### src/rtl/udr_params.svh
// Constants for the dual-role USB host interface: port offsets, field positions, reset values and timing.
// Assumes a 50 MHz core clock; the SOF pulse and frame counts are derived from the period below, the SOF slack is given in cycles.
`ifndef UDR_PARAMS_SVH
`define UDR_PARAMS_SVH
`define UDR_CLK_PERIOD_NS    20
`define UDR_ADDR_STATUS      7'h00
`define UDR_ADDR_CPU_FIFO    7'h10
`define UDR_ADDR_DMA0_FIFO   7'h11
`define UDR_ADDR_DMA1_FIFO   7'h12
`define UDR_SRC_OFF          3'h0
`define UDR_PIPE_COUNT       10
`define UDR_PIPE_CTRL        4'h0
`define UDR_PIPE_SEL_LAST    4'h2
`define UDR_PIPE_BULK_LAST   4'h5
`define UDR_PIPE_INT_LAST    4'h9
`define UDR_ST_ROLE          0
`define UDR_ST_SPEED_LO      1
`define UDR_ST_MUX           3
`define UDR_ST_RX_VALID      4
`define UDR_ST_TX_READY      5
`define UDR_SYNC_FILL        3'h5
`define UDR_SOF_PULSE_NS     640
`define UDR_SOF_PULSE_CYC    ((`UDR_SOF_PULSE_NS + `UDR_CLK_PERIOD_NS - 1) / `UDR_CLK_PERIOD_NS)
`define UDR_FS_FRAME_NS      1000000
`define UDR_FS_FRAME_CYC     (`UDR_FS_FRAME_NS / `UDR_CLK_PERIOD_NS)
`define UDR_HS_FRAME_NS      125000
`define UDR_HS_FRAME_CYC     (`UDR_HS_FRAME_NS / `UDR_CLK_PERIOD_NS)
`define UDR_SOF_SLACK_CYC    64
`define UDR_REF_12MHZ        2'h0
`define UDR_REF_24MHZ        2'h1
`define UDR_REF_48MHZ        2'h2
`define UDR_PLL_MULT_12      6'h28
`define UDR_PLL_MULT_24      6'h14
`define UDR_PLL_MULT_48      6'h0A
`endif

### src/rtl/udr_pkg.sv
// Types shared by the dual-role USB host interface modules.
// Assumes udr_params.svh supplies the numeric constants.
package udr_pkg;
	typedef enum logic [1:0] {SPD_FULL, SPD_HIGH, SPD_LOW} udr_speed_t;
	typedef enum logic [1:0] {PK_CTRL, PK_SELECT, PK_BULK, PK_INTR} udr_pipe_kind_t;
	typedef enum logic [1:0] {DMA_IDLE, DMA_REQ, DMA_GAP, DMA_DONE} udr_dma_state_t;
	typedef struct packed {
		logic [2:0] source;
		logic       ackOnly;
		logic       endEnable;
		logic       burst;
		logic       outSetup;
		logic [3:0] pipe;
	} udr_dma_cfg_t;
	typedef struct packed {
		logic        csN;
		logic        rdN;
		logic        wrLoN;
		logic        wrHiN;
		logic        ale;
		logic        busSel;
		logic [1:0]  dackN;
		logic [1:0]  dendN;
		logic [6:0]  wordAddr;
		logic [15:0] hostData;
		logic [7:0]  splitData;
	} udr_pins_t;
	localparam udr_pins_t PINS_IDLE = '{csN: 1'b1, rdN: 1'b1, wrLoN: 1'b1, wrHiN: 1'b1, ale: 1'b0,
		busSel: 1'b0, dackN: 2'h3, dendN: 2'h3, wordAddr: 7'h00, hostData: 16'h0000, splitData: 8'h00};
endpackage : udr_pkg

### src/rtl/udr_sync.sv
// Three-stage input synchroniser with agreement filter for asynchronous pins.
// Assumes each bit may change at any time relative to clk.
`timescale 1ns/1ps
module udr_sync #(
	parameter int              WIDTH   = 8,
	parameter logic [WIDTH-1:0] RST_VAL = '0
) (
	// Clock and reset.
	input  wire logic             clk,
	input  wire logic             rst,
	// Pin side and synchronised side.
	input  wire logic [WIDTH-1:0] pinIn,
	output logic      [WIDTH-1:0] syncOut
);
	logic [WIDTH-1:0] s1_reg;
	logic [WIDTH-1:0] s2_reg;
	logic [WIDTH-1:0] s3_reg;

	always_ff @(posedge clk or posedge rst) begin
		if (rst) begin
			s1_reg  <= RST_VAL;
			s2_reg  <= RST_VAL;
			s3_reg  <= RST_VAL;
			syncOut <= RST_VAL;
		end else begin
			s1_reg  <= pinIn;
			s2_reg  <= s1_reg;
			s3_reg  <= s2_reg;
			// A bit only moves once the last two stages agree, which filters single-cycle glitches.
			syncOut <= (~(s2_reg ^ s3_reg) & s3_reg) | ((s2_reg ^ s3_reg) & syncOut);
		end
	end
endmodule : udr_sync

### src/rtl/udr_fifo.sv
// Synchronous FIFO with valid/ready on both sides and registered full and empty flags.
// Assumes flush is a single-cycle request from the same clock domain.
`timescale 1ns/1ps
module udr_fifo #(
	parameter int WIDTH = 16,
	parameter int DEPTH = 16
) (
	// Clock and reset.
	input  wire logic             clk,
	input  wire logic             rst,
	input  wire logic             flush,
	// Fill side.
	input  wire logic             inValid,
	input  wire logic [WIDTH-1:0] inData,
	output logic                  inReady,
	// Drain side.
	output logic                  outValid,
	output logic      [WIDTH-1:0] outData,
	input  wire logic             outReady
);
	localparam int AW = $clog2(DEPTH);
	if (DEPTH < 2 || (DEPTH & (DEPTH - 1)) != 0) begin : g_depth_check
		$error("udr_fifo DEPTH must be a power of two of at least 2");
	end
	logic [WIDTH-1:0] mem [DEPTH];
	logic [AW-1:0]    wrPtr_reg;
	logic [AW-1:0]    rdPtr_reg;
	logic [AW:0]      count_reg;
	logic [AW:0]      count_next;
	logic             push;
	logic             pop;

	assign push       = inValid && inReady;
	assign pop        = outValid && outReady;
	assign outData    = mem[rdPtr_reg];
	assign count_next = count_reg + (AW+1)'(push) - (AW+1)'(pop);

	always_ff @(posedge clk) begin
		if (push) begin
			mem[wrPtr_reg] <= inData;
		end
	end

	always_ff @(posedge clk or posedge rst) begin
		if (rst) begin
			wrPtr_reg <= '0;
			rdPtr_reg <= '0;
			count_reg <= '0;
			inReady   <= 1'b1;
			outValid  <= 1'b0;
		end else if (flush) begin
			wrPtr_reg <= '0;
			rdPtr_reg <= '0;
			count_reg <= '0;
			inReady   <= 1'b1;
			outValid  <= 1'b0;
		end else begin
			wrPtr_reg <= wrPtr_reg + AW'(push);
			rdPtr_reg <= rdPtr_reg + AW'(pop);
			count_reg <= count_next;
			inReady   <= count_next != (AW+1)'(DEPTH);
			outValid  <= count_next != '0;
		end
	end
endmodule : udr_fifo

### src/rtl/udr_host_if.sv
// System-side front end of a dual-role USB controller: CPU bus, two DMA channels, events, SOF pulse, PLL setup.
// Assumes the USB core supplies receive data, SOF and reset indications on clk; all pins arrive asynchronously.
`timescale 1ns/1ps
`include "udr_params.svh"
module udr_host_if
	import udr_pkg::*;
#(
	parameter int FIFO_WIDTH   = 16,
	parameter int FIFO_DEPTH   = 16,
	parameter int FS_FRAME_CYC = `UDR_FS_FRAME_CYC,
	parameter int HS_FRAME_CYC = `UDR_HS_FRAME_CYC
) (
	// Clock and reset.
	input  wire logic                    clk,
	input  wire logic                    rst,
	// CPU and DMA pins, raw and asynchronous.
	input  udr_pins_t                    pinIn,
	output logic      [15:0]             hostDataOut,
	output logic                         hostDataOe,
	output logic      [7:0]              splitDataOut,
	output logic                         splitDataOe,
	output logic      [1:0]              dmaReqN,
	output logic                         sofPulseN,
	output logic                         irqN,
	// Software control inputs.
	input  wire logic                    hostRole,
	input  wire logic                    byteSwap,
	input  udr_dma_cfg_t [1:0]           dmaCfg,
	input  wire logic [1:0]              isoSelect,
	input  wire logic [1:0]              refClkSel,
	input  wire logic [5:0]              eventEnable,
	input  wire logic [5:0]              eventClear,
	// Status outputs.
	output logic      [5:0]              eventStatus,
	output udr_speed_t                   speed,
	output logic                         muxBusMode,
	output logic      [5:0]              pllMult,
	output logic                         pllCfgError,
	output udr_pipe_kind_t               usbPipeKind,
	output logic                         usbDoubleBuf,
	// USB core side.
	input  wire logic [3:0]              usbPipe,
	input  wire logic                    usbRxValid,
	input  wire logic [FIFO_WIDTH-1:0]   usbRxData,
	output logic                         usbRxReady,
	input  wire logic                    usbRxZlp,
	output logic                         usbTxValid,
	output logic      [FIFO_WIDTH-1:0]   usbTxData,
	input  wire logic                    usbTxReady,
	input  wire logic                    lineDp,
	input  wire logic                    lineDm,
	input  wire logic                    chirpSeen,
	input  wire logic                    busResetActive,
	input  wire logic                    sofSent,
	input  wire logic                    sofRxGood,
	input  wire logic                    sofRxBad
);
	localparam int FRAME_W = $clog2(FS_FRAME_CYC + `UDR_SOF_SLACK_CYC + 1);
	localparam int PULSE_W = $clog2(`UDR_SOF_PULSE_CYC + 1);
	if (FIFO_WIDTH != 16 || HS_FRAME_CYC >= FS_FRAME_CYC || HS_FRAME_CYC < 2) begin : g_param_check
		$error("udr_host_if needs a 16-bit FIFO and a high-speed frame shorter than full-speed");
	end

	function automatic udr_pipe_kind_t pipeKind(input logic [3:0] pipe);
		if (pipe == `UDR_PIPE_CTRL) begin
			return PK_CTRL;
		end else if (pipe <= `UDR_PIPE_SEL_LAST) begin
			return PK_SELECT;
		end else if (pipe <= `UDR_PIPE_BULK_LAST) begin
			return PK_BULK;
		end else begin
			return PK_INTR;
		end
	endfunction : pipeKind

	function automatic logic [15:0] swapIf(input logic [15:0] word, input logic doSwap);
		return doSwap ? {word[7:0], word[15:8]} : word;
	endfunction : swapIf

	udr_pins_t  pins;
	logic [2:0] fillCnt_reg;
	logic       strobeLow;
	logic       strobeLow_reg;
	logic       strobeEnd;
	logic       accRead_reg;
	logic       accWrLo_reg;
	logic       accWrHi_reg;
	logic       accCs_reg;
	logic [1:0] accDack_reg;
	logic [6:0] muxAddr_reg;
	logic [6:0] accAddr;
	logic [15:0] wrData_reg;
	logic [7:0] splitWr_reg;
	logic       rxPop;
	logic       txPush;
	logic [15:0] txWord;
	logic       rxValid;
	logic [15:0] rxHead;
	logic       txReady;
	logic       fifoFlush;
	logic [1:0] chanAcc;
	logic [1:0] chanReady;
	logic [1:0] chanEnd;
	logic [5:0] eventSet;
	logic       chirp_reg;
	logic       resetPrev_reg;
	logic [FRAME_W-1:0] frameCnt_reg;
	logic       frameLock_reg;
	logic [PULSE_W-1:0] pulseCnt_reg;
	logic       sofFire;
	logic [FRAME_W-1:0] frameWindow;

	udr_sync #(.WIDTH($bits(udr_pins_t)), .RST_VAL(PINS_IDLE)) u_pin_sync (
		.clk     (clk),
		.rst     (rst),
		.pinIn   (pinIn),
		.syncOut (pins)
	);

	// The synchroniser holds its idle value for a few edges, so the strap is caught only once it has filled.
	always_ff @(posedge clk or posedge rst) begin
		if (rst) begin
			fillCnt_reg <= 3'h0;
			muxBusMode  <= 1'b0;
		end else if (fillCnt_reg != `UDR_SYNC_FILL) begin
			fillCnt_reg <= fillCnt_reg + 3'h1;
			if (fillCnt_reg == `UDR_SYNC_FILL - 3'h1) begin
				muxBusMode <= pins.busSel;
			end
		end
	end

	assign strobeLow = !pins.rdN || !pins.wrLoN || !pins.wrHiN;
	assign strobeEnd = strobeLow_reg && !strobeLow;
	assign accAddr   = muxBusMode ? muxAddr_reg : pins.wordAddr;

	// Multiplexed bus: the word address rides on the data lines while the latch strobe is high.
	always_ff @(posedge clk or posedge rst) begin
		if (rst) begin
			muxAddr_reg <= 7'h00;
		end else if (muxBusMode && pins.ale) begin
			muxAddr_reg <= pins.hostData[7:1];
		end
	end

	// Access qualifiers are captured while the strobe is low and acted on when it rises.
	always_ff @(posedge clk or posedge rst) begin
		if (rst) begin
			strobeLow_reg <= 1'b0;
			accRead_reg   <= 1'b0;
			accWrLo_reg   <= 1'b0;
			accWrHi_reg   <= 1'b0;
			accCs_reg     <= 1'b0;
			accDack_reg   <= 2'h0;
			wrData_reg    <= 16'h0000;
			splitWr_reg   <= 8'h00;
		end else begin
			strobeLow_reg <= strobeLow && fillCnt_reg == `UDR_SYNC_FILL;
			if (strobeLow) begin
				accRead_reg <= !pins.rdN;
				accWrLo_reg <= !pins.wrLoN;
				accWrHi_reg <= !pins.wrHiN;
				accCs_reg   <= !pins.csN;
				accDack_reg <= ~pins.dackN;
				wrData_reg  <= pins.hostData;
				splitWr_reg <= pins.splitData;
			end
		end
	end

	always_comb begin
		chanAcc[0] = strobeEnd && (dmaCfg[0].ackOnly ? accDack_reg[0] : accCs_reg && accAddr == `UDR_ADDR_DMA0_FIFO);
		chanAcc[1] = strobeEnd && (dmaCfg[1].ackOnly ? accDack_reg[1] : accCs_reg && accAddr == `UDR_ADDR_DMA1_FIFO);
	end

	// Only the three FIFO ports and acknowledge-only DMA cycles touch the packet buffer; other accesses never push or pop.
	always_comb begin
		rxPop  = 1'b0;
		txPush = 1'b0;
		txWord = swapIf(wrData_reg, byteSwap && accWrLo_reg && accWrHi_reg);
		if (strobeEnd && accCs_reg && accAddr == `UDR_ADDR_CPU_FIFO) begin
			rxPop  = accRead_reg && rxValid;
			txPush = (accWrLo_reg || accWrHi_reg) && txReady;
		end
		for (int c = 0; c < 2; c++) begin
			if (chanAcc[c] && dmaCfg[c].source != `UDR_SRC_OFF) begin
				rxPop  = accRead_reg && rxValid;
				txPush = (accWrLo_reg || accWrHi_reg) && txReady;
				if (dmaCfg[c].ackOnly) begin
					txWord = {8'h00, splitWr_reg};
				end
			end
		end
	end

	assign fifoFlush = usbRxZlp && ((dmaCfg[0].source != `UDR_SRC_OFF && dmaCfg[0].pipe == usbPipe)
		|| (dmaCfg[1].source != `UDR_SRC_OFF && dmaCfg[1].pipe == usbPipe));

	udr_fifo #(.WIDTH(FIFO_WIDTH), .DEPTH(FIFO_DEPTH)) u_rx_fifo (
		.clk      (clk),
		.rst      (rst),
		.flush    (fifoFlush),
		.inValid  (usbRxValid),
		.inData   (usbRxData),
		.inReady  (usbRxReady),
		.outValid (rxValid),
		.outData  (rxHead),
		.outReady (rxPop)
	);

	udr_fifo #(.WIDTH(FIFO_WIDTH), .DEPTH(FIFO_DEPTH)) u_tx_fifo (
		.clk      (clk),
		.rst      (rst),
		.flush    (1'b0),
		.inValid  (txPush),
		.inData   (txWord),
		.inReady  (txReady),
		.outValid (usbTxValid),
		.outData  (usbTxData),
		.outReady (usbTxReady)
	);

	// Read data is driven only while chip select and read strobe are both seen low.
	always_ff @(posedge clk or posedge rst) begin
		if (rst) begin
			hostDataOut <= 16'h0000;
			hostDataOe  <= 1'b0;
		end else begin
			hostDataOe <= !pins.csN && !pins.rdN && !pins.ale;
			if (accAddr == `UDR_ADDR_STATUS) begin
				hostDataOut <= {10'h000, txReady, rxValid, muxBusMode, speed, hostRole};
			end else begin
				hostDataOut <= swapIf(rxHead, byteSwap);
			end
		end
	end

	for (genvar c = 0; c < 2; c++) begin : g_dma
		udr_dma_state_t state_reg;
		udr_dma_state_t state_next;
		logic           endSeen;

		// A channel with source off never requests, which is how an unused acknowledge pin is parked.
		assign chanReady[c] = dmaCfg[c].source != `UDR_SRC_OFF && dmaCfg[c].pipe == usbPipe
			&& (accRead_reg ? rxValid : txReady);
		assign endSeen = dmaCfg[c].endEnable && !pins.dendN[c];

		always_comb begin
			state_next = state_reg;
			case (state_reg)
				DMA_IDLE: begin
					if (chanReady[c]) begin
						state_next = DMA_REQ;
					end
				end
				DMA_REQ: begin
					if (endSeen) begin
						state_next = DMA_DONE;
					end else if (!chanReady[c]) begin
						state_next = dmaCfg[c].burst ? DMA_DONE : DMA_IDLE;
					end else if (chanAcc[c] && !dmaCfg[c].burst) begin
						state_next = DMA_GAP;
					end
				end
				DMA_GAP: begin
					state_next = strobeLow ? DMA_GAP : DMA_IDLE;
				end
				DMA_DONE: begin
					state_next = DMA_IDLE;
				end
				default: begin
					state_next = DMA_IDLE;
				end
			endcase
		end

		always_ff @(posedge clk or posedge rst) begin
			if (rst) begin
				state_reg  <= DMA_IDLE;
				dmaReqN[c] <= 1'b1;
			end else begin
				state_reg  <= state_next;
				dmaReqN[c] <= state_next != DMA_REQ;
			end
		end
		assign chanEnd[c] = state_reg == DMA_REQ && state_next == DMA_DONE;
	end

	// Split-bus read data: the setup bit drives it from the acknowledge edge instead of waiting for the strobe.
	always_ff @(posedge clk or posedge rst) begin
		if (rst) begin
			splitDataOut <= 8'h00;
			splitDataOe  <= 1'b0;
		end else begin
			splitDataOut <= rxHead[7:0];
			splitDataOe  <= (!pins.dackN[0] && dmaCfg[0].ackOnly && (dmaCfg[0].outSetup || !pins.rdN))
				|| (!pins.dackN[1] && dmaCfg[1].ackOnly && (dmaCfg[1].outSetup || !pins.rdN));
		end
	end

	// Speed is decided when bus reset ends; a chirp during reset means high speed.
	always_ff @(posedge clk or posedge rst) begin
		if (rst) begin
			chirp_reg     <= 1'b0;
			resetPrev_reg <= 1'b0;
			speed         <= SPD_FULL;
		end else begin
			resetPrev_reg <= busResetActive;
			if (busResetActive) begin
				chirp_reg <= chirp_reg || chirpSeen;
			end else if (resetPrev_reg) begin
				chirp_reg <= 1'b0;
				if (chirp_reg) begin
					speed <= SPD_HIGH;
				end else if (hostRole && lineDm && !lineDp) begin
					speed <= SPD_LOW;
				end else begin
					speed <= SPD_FULL;
				end
			end
		end
	end

	assign frameWindow = FRAME_W'((speed == SPD_HIGH ? HS_FRAME_CYC : FS_FRAME_CYC) + `UDR_SOF_SLACK_CYC);
	assign sofFire = hostRole ? sofSent : (sofRxGood || (frameLock_reg && frameCnt_reg == frameWindow));

	// A bad SOF does not restart the timer, so the interpolated pulse follows one window after the last good one.
	always_ff @(posedge clk or posedge rst) begin
		if (rst) begin
			frameCnt_reg  <= '0;
			frameLock_reg <= 1'b0;
		end else if (hostRole || busResetActive) begin
			frameCnt_reg  <= '0;
			frameLock_reg <= 1'b0;
		end else if (sofFire) begin
			frameCnt_reg  <= '0;
			frameLock_reg <= 1'b1;
		end else begin
			frameCnt_reg <= frameCnt_reg + FRAME_W'(1);
		end
	end

	always_ff @(posedge clk or posedge rst) begin
		if (rst) begin
			pulseCnt_reg <= '0;
			sofPulseN    <= 1'b1;
		end else if (sofFire) begin
			pulseCnt_reg <= PULSE_W'(`UDR_SOF_PULSE_CYC - 1);
			sofPulseN    <= 1'b0;
		end else if (pulseCnt_reg != '0) begin
			pulseCnt_reg <= pulseCnt_reg - PULSE_W'(1);
		end else begin
			sofPulseN <= 1'b1;
		end
	end

	assign eventSet = {sofRxBad && !hostRole, fifoFlush, chanEnd, !busResetActive && resetPrev_reg, sofFire};

	// Event flags: a set in the cycle of a clear wins, so no event is lost.
	always_ff @(posedge clk or posedge rst) begin
		if (rst) begin
			eventStatus <= 6'h00;
			irqN        <= 1'b1;
		end else begin
			eventStatus <= (eventStatus & ~eventClear) | eventSet;
			irqN        <= ~|(((eventStatus & ~eventClear) | eventSet) & eventEnable);
		end
	end

	always_ff @(posedge clk or posedge rst) begin
		if (rst) begin
			usbPipeKind  <= PK_CTRL;
			usbDoubleBuf <= 1'b0;
		end else begin
			usbPipeKind  <= pipeKind(usbPipe);
			usbDoubleBuf <= pipeKind(usbPipe) == PK_BULK
				|| (pipeKind(usbPipe) == PK_SELECT && !isoSelect[usbPipe[0]]);
		end
	end

	// The PLL multiplier must match the reference actually fitted; code 3 is refused and flagged.
	always_ff @(posedge clk or posedge rst) begin
		if (rst) begin
			pllMult     <= `UDR_PLL_MULT_12;
			pllCfgError <= 1'b0;
		end else begin
			pllCfgError <= 1'b0;
			case (refClkSel)
				`UDR_REF_12MHZ: pllMult <= `UDR_PLL_MULT_12;
				`UDR_REF_24MHZ: pllMult <= `UDR_PLL_MULT_24;
				`UDR_REF_48MHZ: pllMult <= `UDR_PLL_MULT_48;
				default: pllCfgError <= 1'b1;
			endcase
		end
	end
	// Role selection is the hostRole input; it steers SOF source, speed detection and status.
endmodule : udr_host_if

### config.mk
export PLATFORM = sky130hd
export DESIGN_NAME = udr_host_if
export DESIGN_NICKNAME = d
export VERILOG_FILES = /design/src/rtl/udr_pkg.sv /design/src/rtl/udr_sync.sv /design/src/rtl/udr_fifo.sv /design/src/rtl/udr_host_if.sv
export VERILOG_INCLUDE_DIRS = /design/src /design/src/rtl
export SDC_FILE = /design/constraint.sdc
export NUM_CORES = 1
export LEC_CHECK = 0
export BUFFER_PORTS_ARGS = -buffer_cell sky130_fd_sc_hd__buf_2
export CORE_MARGIN = 4
export CORE_UTILIZATION = 55
export DETAILED_ROUTE_END_ITERATION = 8
export PLACE_DENSITY_LB_ADDON = 0.3
export SYNTH_ARGS = -nofsm -noshare
export SYNTH_HDL_FRONTEND = slang
export SYNTH_HIERARCHICAL = 1
export SYNTH_SLANG_ARGS = --single-unit
### constraint.sdc
create_clock -name clk -period 4.9 [get_ports clk]
set_clock_uncertainty 0.15 [all_clocks]
set_input_delay 0 -clock clk [delete_from_list [all_inputs] [get_ports clk]]
set_output_delay 0 -clock clk [all_outputs]
set_load 0.03 [all_outputs]
After elaboration in Yosys (flattened, before gate mapping)
Memories as Yosys holds them, arrays and structs flattened.
Index checks and enable logic that the tools add are counted.
W data, S select, Z words.
Cells by class
  add/sub/neg operators: 12
  multipliers: 0
  divide/modulo/power cells: 0
  $lt $le $gt $ge: 3
  equality and inequality tests: 27
  shifts and indexed selects: 0
  muxes and demuxes: 60
  bitwise gates (word level): 11
  reductions and logical operators: 88
Operators with widths (number)
  $mux W16: 10
  $and A41 B41 Y41: 2
  $logic_and A1 B1 Y1: 42
  $not A41 Y41: 1
  $or A41 B41 Y41: 1
  $xor A41 B41 Y41: 1
  $mux W2: 15
  $mux W1: 26
  $eq A7 B5 Y1 const B: 3
  $pmux W6 S3: 1
  $logic_not A1 Y1: 17
  $add A16 B1 Y16 const B: 1
  $add A16 B7 Y16 const B: 1
  $add A4 B1 Y4: 4
  $eq A16 B16 Y1: 1
  $eq A2 B2 Y1 const B: 8
  $pmux W2 S4: 2
  $and A6 B6 Y6: 2
  $mux W6: 2
  $logic_or A1 B1 Y1: 11
  $add A5 B1 Y5: 2
  $eq A2 B1 Y1 const B: 5
  $ne A5 B5 Y1 const B: 2
  $reduce_bool A5 Y1: 2
  other kinds (27): 39
Storage, ports and cells
  bits in registers: 313
  bits in latches: 0
  memory bits (writable): 512
  ROM bits: 0
  bits of input ports: 113
  memories kept: 2
Memories
  u_rx_fifo.mem: depth 16, bits a word 16, rd ports 1, clocked after Yosys merged registers in 0, write ports 1, RTL line udr_fifo.sv:25  | logic [WIDTH-1:0] mem [DEPTH];
  u_tx_fifo.mem: depth 16, bits a word 16, rd ports 1, clocked after Yosys merged registers in 0, write ports 1, RTL line udr_fifo.sv:25

Longest topological paths before layout
  depth after elaboration: 17
  gate-level depth with buffers: 16
  gate-level depth less buffers: 15

Modules after synthesis
The synthesis kept the hierarchy.
Modules (own cells, without submodules)
  udr_fifo: instances 2, cells an instance 484, area each 10557.6 µm², seq. area each 8064.0 µm²
  udr_host_if: instances 1, cells an instance 566, area each 5557.8 µm², seq. area each 2935.3 µm²
  udr_sync: instances 1, cells an instance 206, area each 4609.4 µm², seq. area each 4144.0 µm²

Worst setup path before layout
OpenSTA, ideal clock, no wires.
  path kind: reg-to-reg
  start point: register muxBusMode
  end point: memory u_tx_fifo.mem[0][0] (enable)
  library setup time: 0.409 ns
  arrival: 3.750 ns
  setup slack: 0.591 ns
  stages on the path, launching flop included: 10
  period minus slack after synthesis: 4.309 ns
  cells stage by stage: dfrtp_1 -> or4_1 -> or3_1 -> a221o_1 -> a21oi_4 -> a221oi_2 -> nor2_1 -> nand2_1 -> or3_1 -> nor3_1
On the way
  cells in the longest elaborated chain, start to end: 11
  elaborated cells between the ends (all ways): 19
Ends and longest elaborated chain
  start, declared: RTL line udr_host_if.sv:36  | output logic muxBusMode,
  start signal, assigned: RTL line udr_host_if.sv:128  | muxBusMode <= pins.busSel;
  $mux W7 *: RTL line udr_host_if.sv:135  | assign accAddr = muxBusMode ? muxAddr_reg : pins.wordAddr;
  $eq A7 B5 Y1 (no line)
  $logic_and A1 B1 Y1 (no line)
  $mux W1 (no line)
  $logic_and A1 B1 Y1: RTL line udr_host_if.sv:172  | chanAcc[0] = strobeEnd && (dmaCfg[0].ackOnly ? accDack_reg[0] : accCs_reg && accAddr == `UDR_ADDR_DMA0_FIFO);
  $logic_and A1 B1 Y1 (no line)
  $mux W1: RTL line udr_host_if.sv:186  | if (chanAcc[c] && dmaCfg[c].source != `UDR_SRC_OFF) begin
  $mux W1 *: RTL line udr_host_if.sv:186
  named net txPush: RTL line udr_host_if.sv:95  | logic txPush;
  $logic_and A1 B1 Y1 *: RTL line udr_fifo.sv:33  | assign push = inValid && inReady;
  $mux W1 *: RTL line udr_fifo.sv:39  | if (push) begin
  $mux W1 (not written as such) *: RTL line udr_fifo.sv:40  | mem[wrPtr_reg] <= inData;
  end, declared: RTL line udr_fifo.sv:25
Mark *: on every way through the listed nets, which the timed path passes. The rest lies on a longest branch.

Final worst setup path
  start point: register muxBusMode
  end point: register u_tx_fifo.outValid
On the way
  cells in the longest elaborated chain, start to end: 12
  elaborated cells between the ends (all ways): 20
Ends and longest elaborated chain
  $mux W7 *: RTL line udr_host_if.sv:135
  $eq A7 B5 Y1 (no line)
  $logic_and A1 B1 Y1 (no line)
  $mux W1 (no line)
  $logic_and A1 B1 Y1: RTL line udr_host_if.sv:172
  $logic_and A1 B1 Y1 (no line)
  $mux W1: RTL line udr_host_if.sv:186
  $mux W1 *: RTL line udr_host_if.sv:186
  named net txPush: RTL line udr_host_if.sv:95
  $logic_and A1 B1 Y1 *: RTL line udr_fifo.sv:33
  $add A5 B1 Y5 *: RTL line udr_fifo.sv:36  | assign count_next = count_reg + (AW+1)'(push) - (AW+1)'(pop);
  $sub A5 B1 Y5 *: RTL line udr_fifo.sv:36
  $reduce_bool A5 Y1 *: RTL line udr_fifo.sv:62  | outValid <= count_next != '0;
  end signal, assigned: RTL line udr_fifo.sv:50  | outValid <= 1'b0;
  end signal, assigned: RTL line udr_fifo.sv:56  | outValid <= 1'b0;
  end signal, assigned: RTL line udr_fifo.sv:62
  end, declared: RTL line udr_fifo.sv:17  | output logic outValid,
Marked as above.
A chain may end at the register's enable or synchronous reset.

==> summary.md <==
| Metric | Value |
|---|---|
| Outcome | finished clean |
| Placed cells | 2673 |
| Reg2Reg Capture Point | u_tx_fifo/outValid |
| Vias in the first global route | 17394 |
| Fraction of layout cells with a size suffix above 1 | 24.7% |
| DP Wirelength | 39600 µm |
| Period minus WS final | 4.37 ns |
| TritonCTS clock tree | done |
| Num CTS Buffers | 82 |
| DRC viols | 0 |
| Total number of vias | 16835 |
| Resize count post-CTS | 0 |
| Core box area | 0.0564 mm² |
| Register area share after synthesis | 74.2% |
| Max cap viols | 0 |
| Critical Path Start Type | flip-flop |
| 1st-iter DRT viols | 1308 |
| Initial antenna violation count | 6 |
| Post-synthesis area per instance | 18.0 µm² |
| Largest net degree at the start of global routing | 109 |
| Setup TNS | 0 ns |
| RR Startpoint | muxBusMode |
| Post-DR wirelength/cell | 22.4 µm |
| Switching power | 0.00474 W |
| Final Cycle Share | 89.2% |
| Critical Setup Path Class | flip-flop to flip-flop |
| Root buffer cell | clkbuf_16 |
| Crit. End Element | flip-flop |
| Setup violators final | 0 |
| R2R cell count | 15 |
| Mapped Area | 0.0313 mm² |
| EDFF count, synth | 512 |
| P_leak | 14.1 nW |
| Most frequent cells in the layout | edfxtp_1 (512), dfrtp_1 (267), buf_2 (178) |
| Post-route design area | 0.0375 mm² |
| Leading registers by flop count | u_rx_fifo/mem (256), u_tx_fifo/mem (256) |
| Global route total overflow | 0 |
| Clock sinks | 823 |
| Vias per Instance | 5.64 |
| Reg power frac | 48.6% |
| Std cell rows | 87 |
| Gate power share | 16.8% |
| CTS H-tree depth | 3 |
| Hold Vio Cnt, Final | 0 |
| Initial Util | 55.5% |
| Max-slew violations | 0 |
| Reg2Reg Setup Slack | 0.53 ns |
| Area Growth Syn to Fin | 19.9% |
| Synth cell types | 70 |
| Worst slew margin | 12.1% |
| Pre-Repair DR Iteration Count | 5 |
| Die span in x | 246 µm |
| Crit Path Max Fanout | 4 |
| Place WS | 0.605 ns |
| Async set-or-reset flop fraction in the synthesized netlist | 37.8% |
| Placed Area | 0.0332 mm² |
| Final cell count without fillers | 2986 |
| Max IR drop VDD | 0.313 mV |
| Port Buf Inserts | 178 |
| Yosys warnings | 6 |
| Cell count after synthesis | 1740 |
| IO Pins | 180 |
| Post-detailed-routing wire length | 66800 µm |
| Max Fclk | 229 MHz |
| Clk_lat worst skew | 0.63 ns |
| Clock transition at path regs | 0.06 ns |
| Die Y | 246 µm |
| Worst setup margin | 0.531 ns |
| Worst Tran Pin Value | 1.32 ns |
| Yosys reg bits | 823 |
| HP Class | input pin to async pin |
| Fin nets | 2303 |
| Ys flop type | edfxtp_1 |
| First-pass GRT wire length | 103000 µm |
| Die area | 0.0608 mm² |
| Clk pwr share | 34.6% |
| CP required | 5.22 ns |
| Internal Dissipation | 0.0130 W |
| Clk buf depth | 3 |
| Switching power share of the total | 26.6% |
| Crit path DAT | 4.69 ns |
| Pwr per Cell Area | 474 mW/mm² |
| GPL Wtd Cong | 0.829 |
| Final ANT Viol Nets | 0 |
| Most common cell after layout, fill and taps aside | edfxtp_1 |
| GRT Util Overall | 22.5% |
| RSZ-0062 raised after global routing | false |
[synth_stat cells (22+ instances only)]
library cell / instances / area (µm²)
maj3_2: 41 / 462
mux4_1: 50 / 1310
mux4_2: 78 / 1760
dfstp_2: 40 / 1050
clkbuf_1: 27 / 101
edfxtp_1: 512 / 15400
xor2_1: 25 / 219
nand2_1: 170 / 638
dfrtp_1: 271 / 6780
nand3_1: 22 / 110
o21ai_0: 26 / 130
ha_1: 28 / 350
mux2i_1: 28 / 280
a22oi_1: 64 / 480
nor2_1: 92 / 345
nor2b_1: 28 / 175
inv_1: 36 / 135
[worst max path at each step]
stage	startpoint	to	cells after the start
final	muxBusMode	u_tx_fifo/outValid	15
after global routing	muxBusMode	u_tx_fifo/outValid	15
after CTS	muxBusMode	u_tx_fifo/outValid	15
after detailed placement	muxBusMode	u_tx_fifo/outValid	15
after global placement	muxBusMode	u_tx_fifo/outValid	15
after floorplan	rst	async pin	1
[what timing repair did]
action	4_1_cts	5_1_grt
endpoints found under the hold margin	560	0
buffers inserted	0	0
hold buffers	157	0
[layer usage]
layer	wire [µm]	vias to the layer above	GRT usage (%)
met4	1220	4	5.96
li1	-	7497	-
met5	26	-	0
met2	31600	577	35.1
met3	4670	83	3.78
met1	29200	8674	33.7
[power by group through the flow]
stage / clock network [W] / logic, W / registers (W)
3_5_place_dp: 0 / 0.00285 / 0.00877
2_1_floorplan: 0 / 0.00201 / 0.00870
3_3_place_gp: 0 / 0.00276 / 0.00875
4_1_cts: 0.00628 / 0.00298 / 0.00864
6_report: 0.00616 / 0.00298 / 0.00864
5_1_grt: 0.00661 / 0.00321 / 0.00871
[cells by family after synthesis]
logic type,synth area share [%]
xor gates and xnor gates,1.18
muxes,11.1
AOI/OAI and AO/OA,3.42
adders and majority gates,2.72
and+or+nand+nor,5.64
DFF,74.2
buffers and inverters,1.74
other,0.0120
[metrics by stage]
stage / util, % / hold WS, ns / power [W]
2_1_floorplan: - / -0.249 / 0.0107
3_3_place_gp: 59.0 / -0.0450 / 0.0115
3_5_place_dp: 59.0 / -0.0438 / 0.0116
4_1_cts: 66.5 / 0.00118 / 0.0179
5_1_grt: 66.5 / 0.0553 / 0.0185
6_report: 66.5 / 0.0304 / 0.0178
[critical path: stages, from the launching register on]
cell and delay [ns]:
dfrtp_1 0.37, or4_1 0.55, or3_1 0.38, a221o_1 0.41
a21oi_4 0.20, a221oi_2 0.12, nor2_1 0.12, nand2_1 0.14
ha_1 0.32, inv_1 0.04, ha_1 0.22, fa_1 0.41
a21o_1 0.20, a21oi_1 0.19, xnor2_1 0.20, a41oi_1 0.18
[final cells by class]
| class | instances | area [µm²] |
|---|---|---|
| Clock buffer | 110 | 2250 |
| Sequential cell | 823 | 23200 |
| Multi-Input combinational cell | 823 | 7600 |
| Clock inverter | 41 | 424 |
| Tap cell | 756 | 946 |
| Inverter | 36 | 145 |
| Antenna cell | 3 | 7.51 |
| Timing Repair Buffer | 394 | 2920 |
| Fill cell | 3718 | 18900 |
No activity file was read; power rests on OpenSTA's default activity.
